### config.mk
export PLATFORM = sky130hd
export DESIGN_NAME = imhp_port
export DESIGN_NICKNAME = d
export VERILOG_FILES = /design/src/rtl/imhp_pkg.sv /design/src/rtl/imhp_port.sv /design/src/rtl/imhp_fifo.sv
export SDC_FILE = /design/constraint.sdc
export NUM_CORES = 1
export LEC_CHECK = 0
export ABC_AREA = 1
export BUFFER_PORTS_ARGS = -buffer_cell sky130_fd_sc_hd__buf_4
export CAP_MARGIN = 5
export CORE_ASPECT_RATIO = 0.7
export CORE_MARGIN = 3
export CORE_UTILIZATION = 50
export DETAILED_ROUTE_END_ITERATION = 10
export PLACE_DENSITY = 0.79
export REMOVE_ABC_BUFFERS = 1
export SYNTH_ARGS = -nofsm -noshare
export SYNTH_HDL_FRONTEND = slang
export SYNTH_SLANG_ARGS = --single-unit
### constraint.sdc
create_clock -name ref_clk -period 3.01 [get_ports ref_clk]
set_input_delay 0.1505 -clock ref_clk [delete_from_list [all_inputs] [get_ports ref_clk]]
set_output_delay 0.1505 -clock ref_clk [all_outputs]
set_load 0.1 [all_outputs]
### src/rtl/imhp_pkg.sv
// shared constants and packet types for the interrupt message host port
package imhp_pkg;
    localparam logic [2:0] IMHP_A_STATUS = 3'h0;
    localparam logic [2:0] IMHP_A_HOSTID = 3'h1;
    localparam logic [2:0] IMHP_A_CONFIG = 3'h2;
    localparam logic [2:0] IMHP_A_CTRL   = 3'h3;
    localparam logic [2:0] IMHP_A_DATA   = 3'h4;
    localparam logic [2:0] IMHP_A_ERROR  = 3'h5;
    localparam logic [2:0] IMHP_A_CMD    = 3'h7;
    localparam int IMHP_ST_TXNF = 0;
    localparam int IMHP_ST_RXNE = 1;
    localparam int IMHP_ST_TXERR = 2;
    localparam int IMHP_ST_INIT = 7;
    localparam int IMHP_CT_TXIE = 0;
    localparam int IMHP_CT_RXIE = 1;
    localparam int IMHP_CT_ERROR_IRQ_ENABLE = 2;
    localparam logic [7:0] IMHP_PKT_LEN   = 8'h04;
    localparam logic [7:0] IMHP_CFG_VALUE = 8'h00;
    localparam logic [7:0] IMHP_HID_RESET = 8'h00;
    localparam logic [2:0] IMHP_CTRL_RESET = 3'h0;
    localparam logic [2:0] IMHP_RETRIES  = 3'h3;
    localparam int IMHP_CLK_MHZ = 40;
    localparam int IMHP_EOI_NS  = 200;
    localparam int IMHP_EOI_CYC = (IMHP_EOI_NS * IMHP_CLK_MHZ + 999) / 1000;
    localparam int IMHP_FIFO_DEPTH = 4;
    typedef struct packed {
        logic [7:0] dst;
        logic [7:0] src;
        logic [7:0] kind;
        logic [7:0] req;
    } imhp_pkt_type;
    typedef struct packed {
        logic bus_err;
        logic timeout;
        logic agent_err;
        logic nack;
    } imhp_txres_type;
endpackage

### src/rtl/imhp_port.sv
// host message port: registers, transmit path, receive fifo, error packet, interrupt
// Notes on behaviour
// - error packet: five reads, count four first, then four bytes
// - write to error port ends the retrieval, data ignored
// - hardware or software reset enters init mode, init flag zero
// - host id write in init mode sets init flag, normal operation
// - after init, host id and configuration stay fixed until reset
// - no system bus activity started or answered in init mode
// - status reads 00000001 after reset
// - configuration reads back all zeros
// - all three interrupt enables cleared by any reset
// - bus transfer starts only on command write; stale fields resent
// - transmit, receive and error sequences independent, freely interleaved
// - queued received message sets receive flag; interrupt if enabled
// - receive: five data reads, then command read ends it
// - bus error, timeout or agent error sets transmit error flag
// - nack alone retries; error flag only when last retry nacked
// - error packet carries the failed attempt's request id
// - host id write after init drops interrupt line for nine cycles, 225 ns
// - interrupt line is OR of flags each ANDed with its enable
// - end of interrupt changes no other state
// - register addresses 0,1,2,3,4,5,7 as listed
// - status bits: 0 not full, 1 receive, 2 error, 7 init
// - control bits: 0 transmit, 1 receive, 2 error enable
// - receive pointer moves only on command read
`timescale 1ns/1ps
`default_nettype none
module imhp_port
    import imhp_pkg::*;
(
    input  wire logic           ref_clk,
    input  wire logic           rst,
    input  wire logic           host_rd,
    input  wire logic           host_wr,
    input  wire logic [2:0]     host_addr,
    input  wire logic [7:0]     host_wdata,
    output logic [7:0]          host_rdata,
    output logic                host_interrupt_line,
    output logic                bus_enable,
    output logic                tx_valid,
    input  wire logic           tx_ready,
    output imhp_pkt_type        tx_pkt,
    input  wire logic           tx_done,
    input  wire imhp_txres_type tx_res,
    input  wire logic           rx_valid,
    output logic                rx_ready,
    input  wire imhp_pkt_type   rx_pkt
);
    localparam logic [3:0] EOI_CNT = 4'(IMHP_EOI_CYC);
    typedef enum logic [1:0] {TX_IDLE, TX_SEND, TX_WAIT} imhp_tx_type;

    imhp_tx_type  tx_st_r;
    logic         init_complete_flag;
    logic         sreset_pend_r;
    logic         sr_go;
    logic         clr;
    logic [7:0]   host_id_r;
    logic [2:0]   ctrl_r;
    logic         transmit_error_flag;
    logic         transmit_not_full_flag;
    logic         receive_not_empty_flag;
    imhp_pkt_type stage_r;
    imhp_pkt_type err_pkt_r;
    logic [2:0]   tx_idx_r;
    logic [2:0]   rx_idx_r;
    logic [2:0]   er_idx_r;
    logic [2:0]   retry_r;
    logic [3:0]   eoi_cnt_r;
    logic         irq_level;
    logic         eoi_now;
    logic         rd_data;
    logic         rd_cmd;
    logic         rd_err;
    logic         wr_cmd;
    logic         wr_hid;
    logic         gen_err;
    logic         nack_only;
    imhp_pkt_type rx_head;
    logic [31:0]  rx_head_w;

    // address decode
    assign rd_data = host_rd && host_addr == IMHP_A_DATA;
    assign rd_cmd  = host_rd && host_addr == IMHP_A_CMD;
    assign rd_err  = host_rd && host_addr == IMHP_A_ERROR;
    assign wr_cmd  = host_wr && host_addr == IMHP_A_CMD;
    assign wr_hid  = host_wr && host_addr == IMHP_A_HOSTID;
    assign eoi_now = wr_hid && init_complete_flag;
    assign gen_err = tx_res.bus_err || tx_res.timeout || tx_res.agent_err;
    assign nack_only = tx_res.nack && !gen_err;
    assign transmit_not_full_flag = (tx_st_r == TX_IDLE);
    assign rx_head = imhp_pkt_type'(rx_head_w);

    // soft reset waits out any bus transfer already handed over
    assign sr_go = sreset_pend_r && (tx_st_r == TX_IDLE ||
                   (tx_st_r == TX_SEND && !tx_ready));
    // fifo held cleared in init mode
    assign clr = sr_go || !init_complete_flag;

    imhp_fifo #(
        .WIDTH (32),
        .DEPTH (IMHP_FIFO_DEPTH)
    ) u_rx_fifo (
        .ref_clk   (ref_clk),
        .rst       (rst),
        .clr       (clr),
        .in_valid  (rx_valid),
        .in_ready  (rx_ready),
        .in_data   (rx_pkt),
        .out_valid (receive_not_empty_flag),
        .out_ready (rd_cmd),
        .out_data  (rx_head_w)
    );

    always_ff @(posedge ref_clk) begin
        if (rst || sr_go) begin
            sreset_pend_r <= 1'b0;
        end else if (host_wr && host_addr == IMHP_A_STATUS) begin
            sreset_pend_r <= 1'b1;
        end
    end

    always_ff @(posedge ref_clk) begin
        if (rst || sr_go) begin
            init_complete_flag <= 1'b0;
            host_id_r <= IMHP_HID_RESET;
        // host id taken only in init
        end else if (wr_hid && !init_complete_flag) begin
            init_complete_flag <= 1'b1;
            host_id_r <= host_wdata;
        end
    end

    always_ff @(posedge ref_clk) begin
        if (rst || sr_go) begin
            bus_enable <= 1'b0;
        end else begin
            bus_enable <= init_complete_flag;
        end
    end

    always_ff @(posedge ref_clk) begin
        if (rst || sr_go) begin
            ctrl_r <= IMHP_CTRL_RESET;
        end else if (host_wr && host_addr == IMHP_A_CTRL) begin
            ctrl_r <= host_wdata[2:0];
        end
    end

    // transmit staging; unwritten bytes keep old value
    always_ff @(posedge ref_clk) begin
        if (rst || sr_go) begin
            tx_idx_r <= '0;
            stage_r <= '0;
        end else if (wr_cmd) begin
            tx_idx_r <= '0;
        end else if (host_wr && host_addr == IMHP_A_DATA) begin
            unique case (tx_idx_r)
                3'h0: stage_r.dst <= host_wdata;
                3'h1: stage_r.src <= host_wdata;
                3'h2: stage_r.kind <= host_wdata;
                3'h3: stage_r.req <= host_wdata;
                default: ;
            endcase
            if (tx_idx_r != 3'h4) begin
                tx_idx_r <= tx_idx_r + 3'h1;
            end
        end
    end

    // transmit sequencer
    always_ff @(posedge ref_clk) begin
        if (rst || sr_go) begin
            tx_st_r <= TX_IDLE;
            tx_valid <= 1'b0;
            tx_pkt <= '0;
            retry_r <= '0;
        end else begin
            unique case (tx_st_r)
                TX_IDLE: begin
                    if (wr_cmd && init_complete_flag) begin
                        tx_st_r <= TX_SEND;
                        tx_valid <= 1'b1;
                        tx_pkt <= stage_r;
                        retry_r <= IMHP_RETRIES;
                    end
                end
                TX_SEND: begin
                    if (tx_ready) begin
                        tx_st_r <= TX_WAIT;
                        tx_valid <= 1'b0;
                    end
                end
                TX_WAIT: begin
                    // nack alone retries while any left
                    if (tx_done && nack_only && retry_r != 3'h0) begin
                        tx_st_r <= TX_SEND;
                        tx_valid <= 1'b1;
                        retry_r <= retry_r - 3'h1;
                    end else if (tx_done) begin
                        tx_st_r <= TX_IDLE;
                    end
                end
            endcase
        end
    end

    // error set beats the host's clear
    always_ff @(posedge ref_clk) begin
        if (rst || sr_go) begin
            transmit_error_flag <= 1'b0;
            err_pkt_r <= '0;
        end else if (tx_st_r == TX_WAIT && tx_done &&
                     (gen_err || (tx_res.nack && retry_r == 3'h0))) begin
            transmit_error_flag <= 1'b1;
            err_pkt_r <= tx_pkt;
        end else if (host_wr && host_addr == IMHP_A_ERROR) begin
            transmit_error_flag <= 1'b0;
        end
    end

    always_ff @(posedge ref_clk) begin
        if (rst || sr_go || rd_cmd) begin
            rx_idx_r <= '0;
        end else if (rd_data && rx_idx_r != 3'h5) begin
            rx_idx_r <= rx_idx_r + 3'h1;
        end
    end

    always_ff @(posedge ref_clk) begin
        if (rst || sr_go || (host_wr && host_addr == IMHP_A_ERROR)) begin
            er_idx_r <= '0;
        end else if (rd_err && er_idx_r != 3'h5) begin
            er_idx_r <= er_idx_r + 3'h1;
        end
    end

    always_ff @(posedge ref_clk) begin
        if (rst) begin
            host_rdata <= '0;
        end else if (host_rd) begin
            unique case (host_addr)
                IMHP_A_STATUS: begin
                    host_rdata <= '0;
                    host_rdata[IMHP_ST_TXNF] <= transmit_not_full_flag;
                    host_rdata[IMHP_ST_RXNE] <= receive_not_empty_flag;
                    host_rdata[IMHP_ST_TXERR] <= transmit_error_flag;
                    host_rdata[IMHP_ST_INIT] <= init_complete_flag;
                end
                IMHP_A_HOSTID: host_rdata <= host_id_r;
                IMHP_A_CONFIG: host_rdata <= IMHP_CFG_VALUE;
                IMHP_A_CTRL: host_rdata <= {5'h00, ctrl_r};
                IMHP_A_DATA: begin
                    unique case (rx_idx_r)
                        3'h0: host_rdata <= IMHP_PKT_LEN;
                        3'h1: host_rdata <= rx_head.dst;
                        3'h2: host_rdata <= rx_head.src;
                        3'h3: host_rdata <= rx_head.kind;
                        3'h4: host_rdata <= rx_head.req;
                        default: host_rdata <= '0;
                    endcase
                end
                IMHP_A_ERROR: begin
                    unique case (er_idx_r)
                        3'h0: host_rdata <= IMHP_PKT_LEN;
                        3'h1: host_rdata <= err_pkt_r.dst;
                        3'h2: host_rdata <= err_pkt_r.src;
                        3'h3: host_rdata <= err_pkt_r.kind;
                        3'h4: host_rdata <= err_pkt_r.req;
                        default: host_rdata <= '0;
                    endcase
                end
                default: host_rdata <= '0;
            endcase
        end
    end

    assign irq_level = (transmit_not_full_flag && ctrl_r[IMHP_CT_TXIE]) ||
                       (receive_not_empty_flag && ctrl_r[IMHP_CT_RXIE]) ||
                       (transmit_error_flag && ctrl_r[IMHP_CT_ERROR_IRQ_ENABLE]);

    always_ff @(posedge ref_clk) begin
        if (rst || sr_go) begin
            eoi_cnt_r <= '0;
        end else if (eoi_now) begin
            eoi_cnt_r <= EOI_CNT;
        end else if (eoi_cnt_r != 4'h0) begin
            eoi_cnt_r <= eoi_cnt_r - 4'h1;
        end
    end

    always_ff @(posedge ref_clk) begin
        if (rst || sr_go) begin
            host_interrupt_line <= 1'b0;
        end else begin
            host_interrupt_line <= irq_level && !eoi_now && eoi_cnt_r == 4'h0;
        end
    end

    property p_reset_init;
        @(posedge ref_clk) rst |=> !init_complete_flag && !bus_enable;
    endproperty
    a_reset_init: assert property (p_reset_init) else $error("init flag after reset");

    property p_init_set;
        @(posedge ref_clk) disable iff (rst)
        (wr_hid && !init_complete_flag && !sr_go) |=> init_complete_flag ##1 bus_enable;
    endproperty
    a_init_set: assert property (p_init_set) else $error("host id write did not end init");

    property p_hid_frozen;
        @(posedge ref_clk) disable iff (rst)
        (init_complete_flag && !sr_go) |=> host_id_r == $past(host_id_r);
    endproperty
    a_hid_frozen: assert property (p_hid_frozen) else $error("host id changed after init");

    property p_no_bus_init;
        @(posedge ref_clk) disable iff (rst)
        !init_complete_flag |-> !tx_valid && !(rx_valid && rx_ready && !clr);
    endproperty
    a_no_bus_init: assert property (p_no_bus_init) else $error("bus activity in init mode");

    property p_cfg_zero;
        @(posedge ref_clk) disable iff (rst)
        host_rd && host_addr == IMHP_A_CONFIG |=> host_rdata == 8'h00;
    endproperty
    a_cfg_zero: assert property (p_cfg_zero) else $error("config read not zero");

    property p_irq_reset;
        @(posedge ref_clk) rst |=> !host_interrupt_line && ctrl_r == 3'h0;
    endproperty
    a_irq_reset: assert property (p_irq_reset) else $error("interrupt live after reset");

    property p_start_cmd;
        @(posedge ref_clk) disable iff (rst)
        (tx_st_r == TX_IDLE && !wr_cmd) |=> !tx_valid;
    endproperty
    a_start_cmd: assert property (p_start_cmd) else $error("transfer without command write");

    property p_gen_err;
        @(posedge ref_clk) disable iff (rst)
        (tx_st_r == TX_WAIT && tx_done && gen_err && !sr_go) |=> transmit_error_flag;
    endproperty
    a_gen_err: assert property (p_gen_err) else $error("error flag not set");

    property p_nack_retry;
        @(posedge ref_clk) disable iff (rst)
        (tx_st_r == TX_WAIT && tx_done && nack_only && retry_r != 3'h0 && !sr_go)
        |=> tx_valid && $stable(tx_pkt) && !$rose(transmit_error_flag);
    endproperty
    a_nack_retry: assert property (p_nack_retry) else $error("nack did not retry");

    property p_eoi_low;
        @(posedge ref_clk) disable iff (rst || sr_go)
        eoi_now |=> !host_interrupt_line [*8];
    endproperty
    a_eoi_low: assert property (p_eoi_low) else $error("eoi low time short");

    property p_irq_level;
        @(posedge ref_clk) disable iff (rst || sr_go)
        (eoi_cnt_r == 4'h0 && !eoi_now && !sr_go) |=> host_interrupt_line == $past(irq_level);
    endproperty
    a_irq_level: assert property (p_irq_level) else $error("interrupt line wrong");

    property p_eoi_quiet;
        @(posedge ref_clk) disable iff (rst)
        (eoi_now && !sr_go && !tx_done) |=> $stable(ctrl_r) && $stable(transmit_error_flag) &&
        $stable(init_complete_flag);
    endproperty
    a_eoi_quiet: assert property (p_eoi_quiet) else $error("eoi changed state");
endmodule
`default_nettype wire

### src/rtl/imhp_fifo.sv
// receive message fifo with registered ready and valid
`timescale 1ns/1ps
`default_nettype none
module imhp_fifo
    import imhp_pkg::*;
#(
    parameter int WIDTH = 32,
    parameter int DEPTH = 4
) (
    input  wire logic             ref_clk,
    input  wire logic             rst,
    input  wire logic             clr,
    input  wire logic             in_valid,
    output logic                  in_ready,
    input  wire logic [WIDTH-1:0] in_data,
    output logic                  out_valid,
    input  wire logic             out_ready,
    output logic [WIDTH-1:0]      out_data
);
    localparam int AW = $clog2(DEPTH);
    logic [WIDTH-1:0] mem [DEPTH];
    logic [AW-1:0]    wptr_r;
    logic [AW-1:0]    rptr_r;
    logic [AW:0]      count_r;
    logic [AW:0]      count_nxt;
    logic             push;
    logic             pop;

    assign push = in_valid && in_ready && !clr;
    assign pop = out_valid && out_ready && !clr;
    assign out_data = mem[rptr_r];

    always_comb begin
        count_nxt = count_r;
        if (clr) begin
            count_nxt = '0;
        end else if (push && !pop) begin
            count_nxt = count_r + 1'b1;
        end else if (pop && !push) begin
            count_nxt = count_r - 1'b1;
        end
    end

    always_ff @(posedge ref_clk) begin
        if (rst || clr) begin
            wptr_r <= '0;
            rptr_r <= '0;
        end else begin
            if (push) begin
                wptr_r <= (wptr_r == AW'(DEPTH - 1)) ? '0 : wptr_r + 1'b1;
            end
            if (pop) begin
                rptr_r <= (rptr_r == AW'(DEPTH - 1)) ? '0 : rptr_r + 1'b1;
            end
        end
    end

    // ready is held low by clr so init mode never takes a word
    always_ff @(posedge ref_clk) begin
        if (rst) begin
            count_r <= '0;
            in_ready <= 1'b0;
            out_valid <= 1'b0;
        end else begin
            count_r <= count_nxt;
            in_ready <= !clr && (count_nxt != (AW+1)'(DEPTH));
            out_valid <= (count_nxt != '0);
        end
    end

    genvar gi;
    generate
        for (gi = 0; gi < DEPTH; gi++) begin : g_mem
            always_ff @(posedge ref_clk) begin
                if (push && wptr_r == AW'(gi)) begin
                    mem[gi] <= in_data;
                end
            end
        end
    endgenerate

    property p_no_over;
        @(posedge ref_clk) disable iff (rst)
        count_r == (AW+1)'(DEPTH) |-> !in_ready;
    endproperty
    a_no_over: assert property (p_no_over) else $error("fifo ready while full");
endmodule
`default_nettype wire

==> results.py <==
metrics = {
    "status": {
        "status": "completed",
    },
    "critical_path": {
        "worstSetupStartpointType": "register",
        "critPathArrivalTime_ps": 3090,
        "crit_type": "reg -> reg",
        "critPathCaptureType": "register",
        "required_ps": 3490,
        "crit_fanout": 71,
    },
    "clocking": {
        "clock_latency_ps": 530,
        "clockRootBuffer": "clkbuf_16",
        "ctsResizeCount": 0,
        "cts_buffer_depth": 3,
        "htree_levels": 1,
        "cts_tree": "built",
        "cts_made_buffers": 27,
        "cts_num_sinks": 278,
        "clk_pin_slew_ps": 60,
        "postCtsSetupRepairBufs": 0,
    },
    "cells_and_area": {
        "instances_no_fill": 1776,
        "drive_above_1_share_pct": 11.9,
        "nNetsFinal": 1530,
        "area_growth_pct": 20.1,
    },
    "timing": {
        "finalCritPeriodShare_pct": 87.0,
        "setup-violations-final": 0,
        "slew_headroom_pct": 40.7,
        "timing.final.crit_period_ps": 2620,
        "fin_setup_tns_ps": 0,
        "finalHoldViolCount": 0,
        "worstMarginPinSlew_ps": 888,
        "fin_hold_ws_ps": 32.9,
        "drv_slew": 0,
        "skew_ps": 12.1,
        "rsz0062_at_grt": "no",
        "max_freq_mhz": 382,
        "setup_ws_ps": 393,
    },
    "yosys": {
        "async_flop_share_pct": 0,
        "syn_avg_cell_area_um2": 8.77,
        "synth_cell_types": 38,
        "synth_edf_count": 128,
        "yosysSeqAreaShare_pct": 59.3,
        "synthCells": 1318,
        "synth_area_mm2": 0.0116,
        "synth_ff_type": "dfxtp_1",
        "yosysWarnings": 0,
        "ys_ff_latch": 278,
    },
    "power_and_ir_drop": {
        "p_leak_uw": 0.00551,
        "p_sw_uw": 1780,
        "irDropWorstVdd_mv": 0.367,
        "power.share.clock_pct": 42.7,
        "seq_power_share_pct": 50.7,
        "internal-power_uw": 6210,
        "switching_share_pct": 22.2,
        "power_frac_comb_pct": 6.7,
        "powerDensity_mw_per_mm2": 575,
    },
    "die": {
        "die_x_um": 188,
        "die_h_um": 133,
        "die-area_mm2": 0.0250,
        "fp.coreArea_mm2": 0.0222,
        "boundaryPins": 98,
        "fp-row-count": 45,
        "start_util_pct": 52.1,
    },
    "routing": {
        "drtIter0Drc": 1047,
        "avgRoutedWirePerCell_um": 16.0,
        "vias_per_cell": 5.24,
        "drtAntennaViolNets": 0,
        "vias": 9311,
        "drc_errors": 0,
        "wl_mm": 28.4,
        "drt_pre_antenna_iters": 6,
    },
    "grt": {
        "grt_max_degree": 72,
        "grt_overflow": 0,
        "grt_pass1_wl_mm": 45.4,
        "grt_pass1_vias": 8633,
        "grt_antenna_before_repair": 0,
        "track_usage_pct": 22.3,
    },
    "placed_design": {
        "dpl.hpwl_mm": 18.4,
        "dp_slack_ps": 1060,
        "portBuffers": 97,
        "gp_congestion": 0.868,
        "dp.cells": 1681,
    },
    "min_path": {
        "min_path_type": "in -> reg",
    },
    "run": {
        "cap_violations": 0,
    },
}
area by class of cell:
| class | instances | area, µm² |
|---|---|---|
| well taps | 305 | 382 |
| repair buffers | 155 | 1290 |
| clock buffers | 38 | 749 |
| diodes | 1 | 2.50 |
| fillers | 1832 | 8310 |
| multi-input cells | 859 | 3980 |
| inverters | 129 | 484 |
| flip-flops and latches | 278 | 6850 |
| clock inverters | 11 | 143 |
flip-flops by register name (all words and copies together), names as in the netlist, 2 cells and up, named ones only:
signal	cells
retry_r	3
stage_r	32
u_rx_fifo.mem	128
tx_pkt	32
host_id_r	8
ctrl_r	3
u_rx_fifo.rptr_r	2
er_idx_r	3
u_rx_fifo.wptr_r	2
tx_st_r	2
host_rdata	8
eoi_cnt_r	4
u_rx_fifo.count_r	3
tx_idx_r	3
rx_idx_r	3
err_pkt_r	32
stage by stage:
step	cell area, µm²	utilization [%]	total power, µW
after floorplan	11300	-	4410
after global placement	12500	56.5	4580
after detailed placement	12500	56.5	4600
after CTS	13900	62.5	8010
after global routing	13900	62.5	8240
final	13900	62.6	7980
per-layer routing:
metal	global-route usage (%)	vias to the layer above	wire length, µm
li1	-	4572	-
met1	34.0	4360	13500
met2	33.7	327	12500
met3	3.08	52	1900
met4	5.33	0	573
met5	0	-	0
logic make-up (layout without fill, tap and decap cells):
logic type                 count (synthesis)  count (layout)  synth area share (%)
DFF                                      278             278                  59.3
adders and majority gates                 26              26                  2.82
xor gates and xnor gates                   3               3                 0.227
AOI/OAI and AO/OA                        249             249                  11.2
and+or+nand+nor                          580             580                  19.9
muxes                                      1               1                0.0866
buffers and inverters                    181             333                  6.43
other                                      0               1                     0
worst paths after layout:
path / from / endpoint / slack [ps] / cells past startpoint
hold / removal: tx_ready / tx_st_r[0]$_SDFFE_PP0P_ / 30 / 4
setup reg to reg: register / host_rdata[7]$_SDFFE_PP0P_ / 390 / 10
hold reg to reg: stage_r[17]$_SDFFE_PP0P_ / tx_pkt[17]$_SDFFE_PP0P_ / 460 / 2
setup / recovery: register / host_rdata[7]$_SDFFE_PP0P_ / 390 / 10
power groups by stage:
stage                     registers, µW  clock network [µW]  logic [µW]
after floorplan                    4160                   0         253
final                              4040                3400         533
after CTS                          4040                3440         524
after detailed placement           4130                   0         473
after global routing               4050                3610         589
after global placement             4120                   0         460
cells in the mapped netlist, drive strengths merged, types with 2 or more instances:
master  instances  share of area (%)
nand2         364                 12
or2             4               0.22
nand4           3               0.16
nor2          155                5.2
nand3          49                2.2
nor3            5               0.26
clkbuf         25               0.90
dfxtp         150                 26
inv           129                4.2
o22ai          18               0.97
a31oi           4               0.22
ha             26                2.8
o21ai         106                4.6
a21oi         114                4.9
xor2            2               0.15
edfxtp        128                 33
o211ai          2               0.13
buf            27                1.3
worst max-delay path: stages, from the launching register on:
cell	delay, ps
dfxtp_2	330
buf_4	580
o21ai_0	240
o21ai_0	280
nand2_1	80
nand2_1	90
o21ai_1	90
nand2_1	110
nand2_1	50
a21oi_1	120
dlygate4sd3_1	550
cells in the final DEF, fill, tap and decap left out, types with 2 or more instances in the layout:
master,instances
clkinvlp_4,3
clkinv_1,2
inv_2,3
o211ai_1,2
nor2_4,2
clkinv_4,2
inv_1,126
clkbuf_2,2
xor2_1,2
nor2_2,6
ha_1,26
nand2_2,5
nor2_1,147
o21ai_1,10
dfxtp_1,149
o21ai_0,95
clkbuf_1,6
a31oi_1,4
clkbuf_16,27
edfxtp_1,128
o22ai_1,18
buf_4,109
bufinv_16,3
dlygate4sd3_1,45
nand3_1,47
nand2_1,359
nand4_1,3
clkbuf_8,3
or2_2,3
nand3_2,2
a21oi_1,114
nor3_1,4
what timing repair did:
item                                    CTS  global route
hold buffers                             45             0
endpoints found under the hold margin   183             0
endpoints found under the setup margin    0             0
Power figures use the tool's default switching activity.
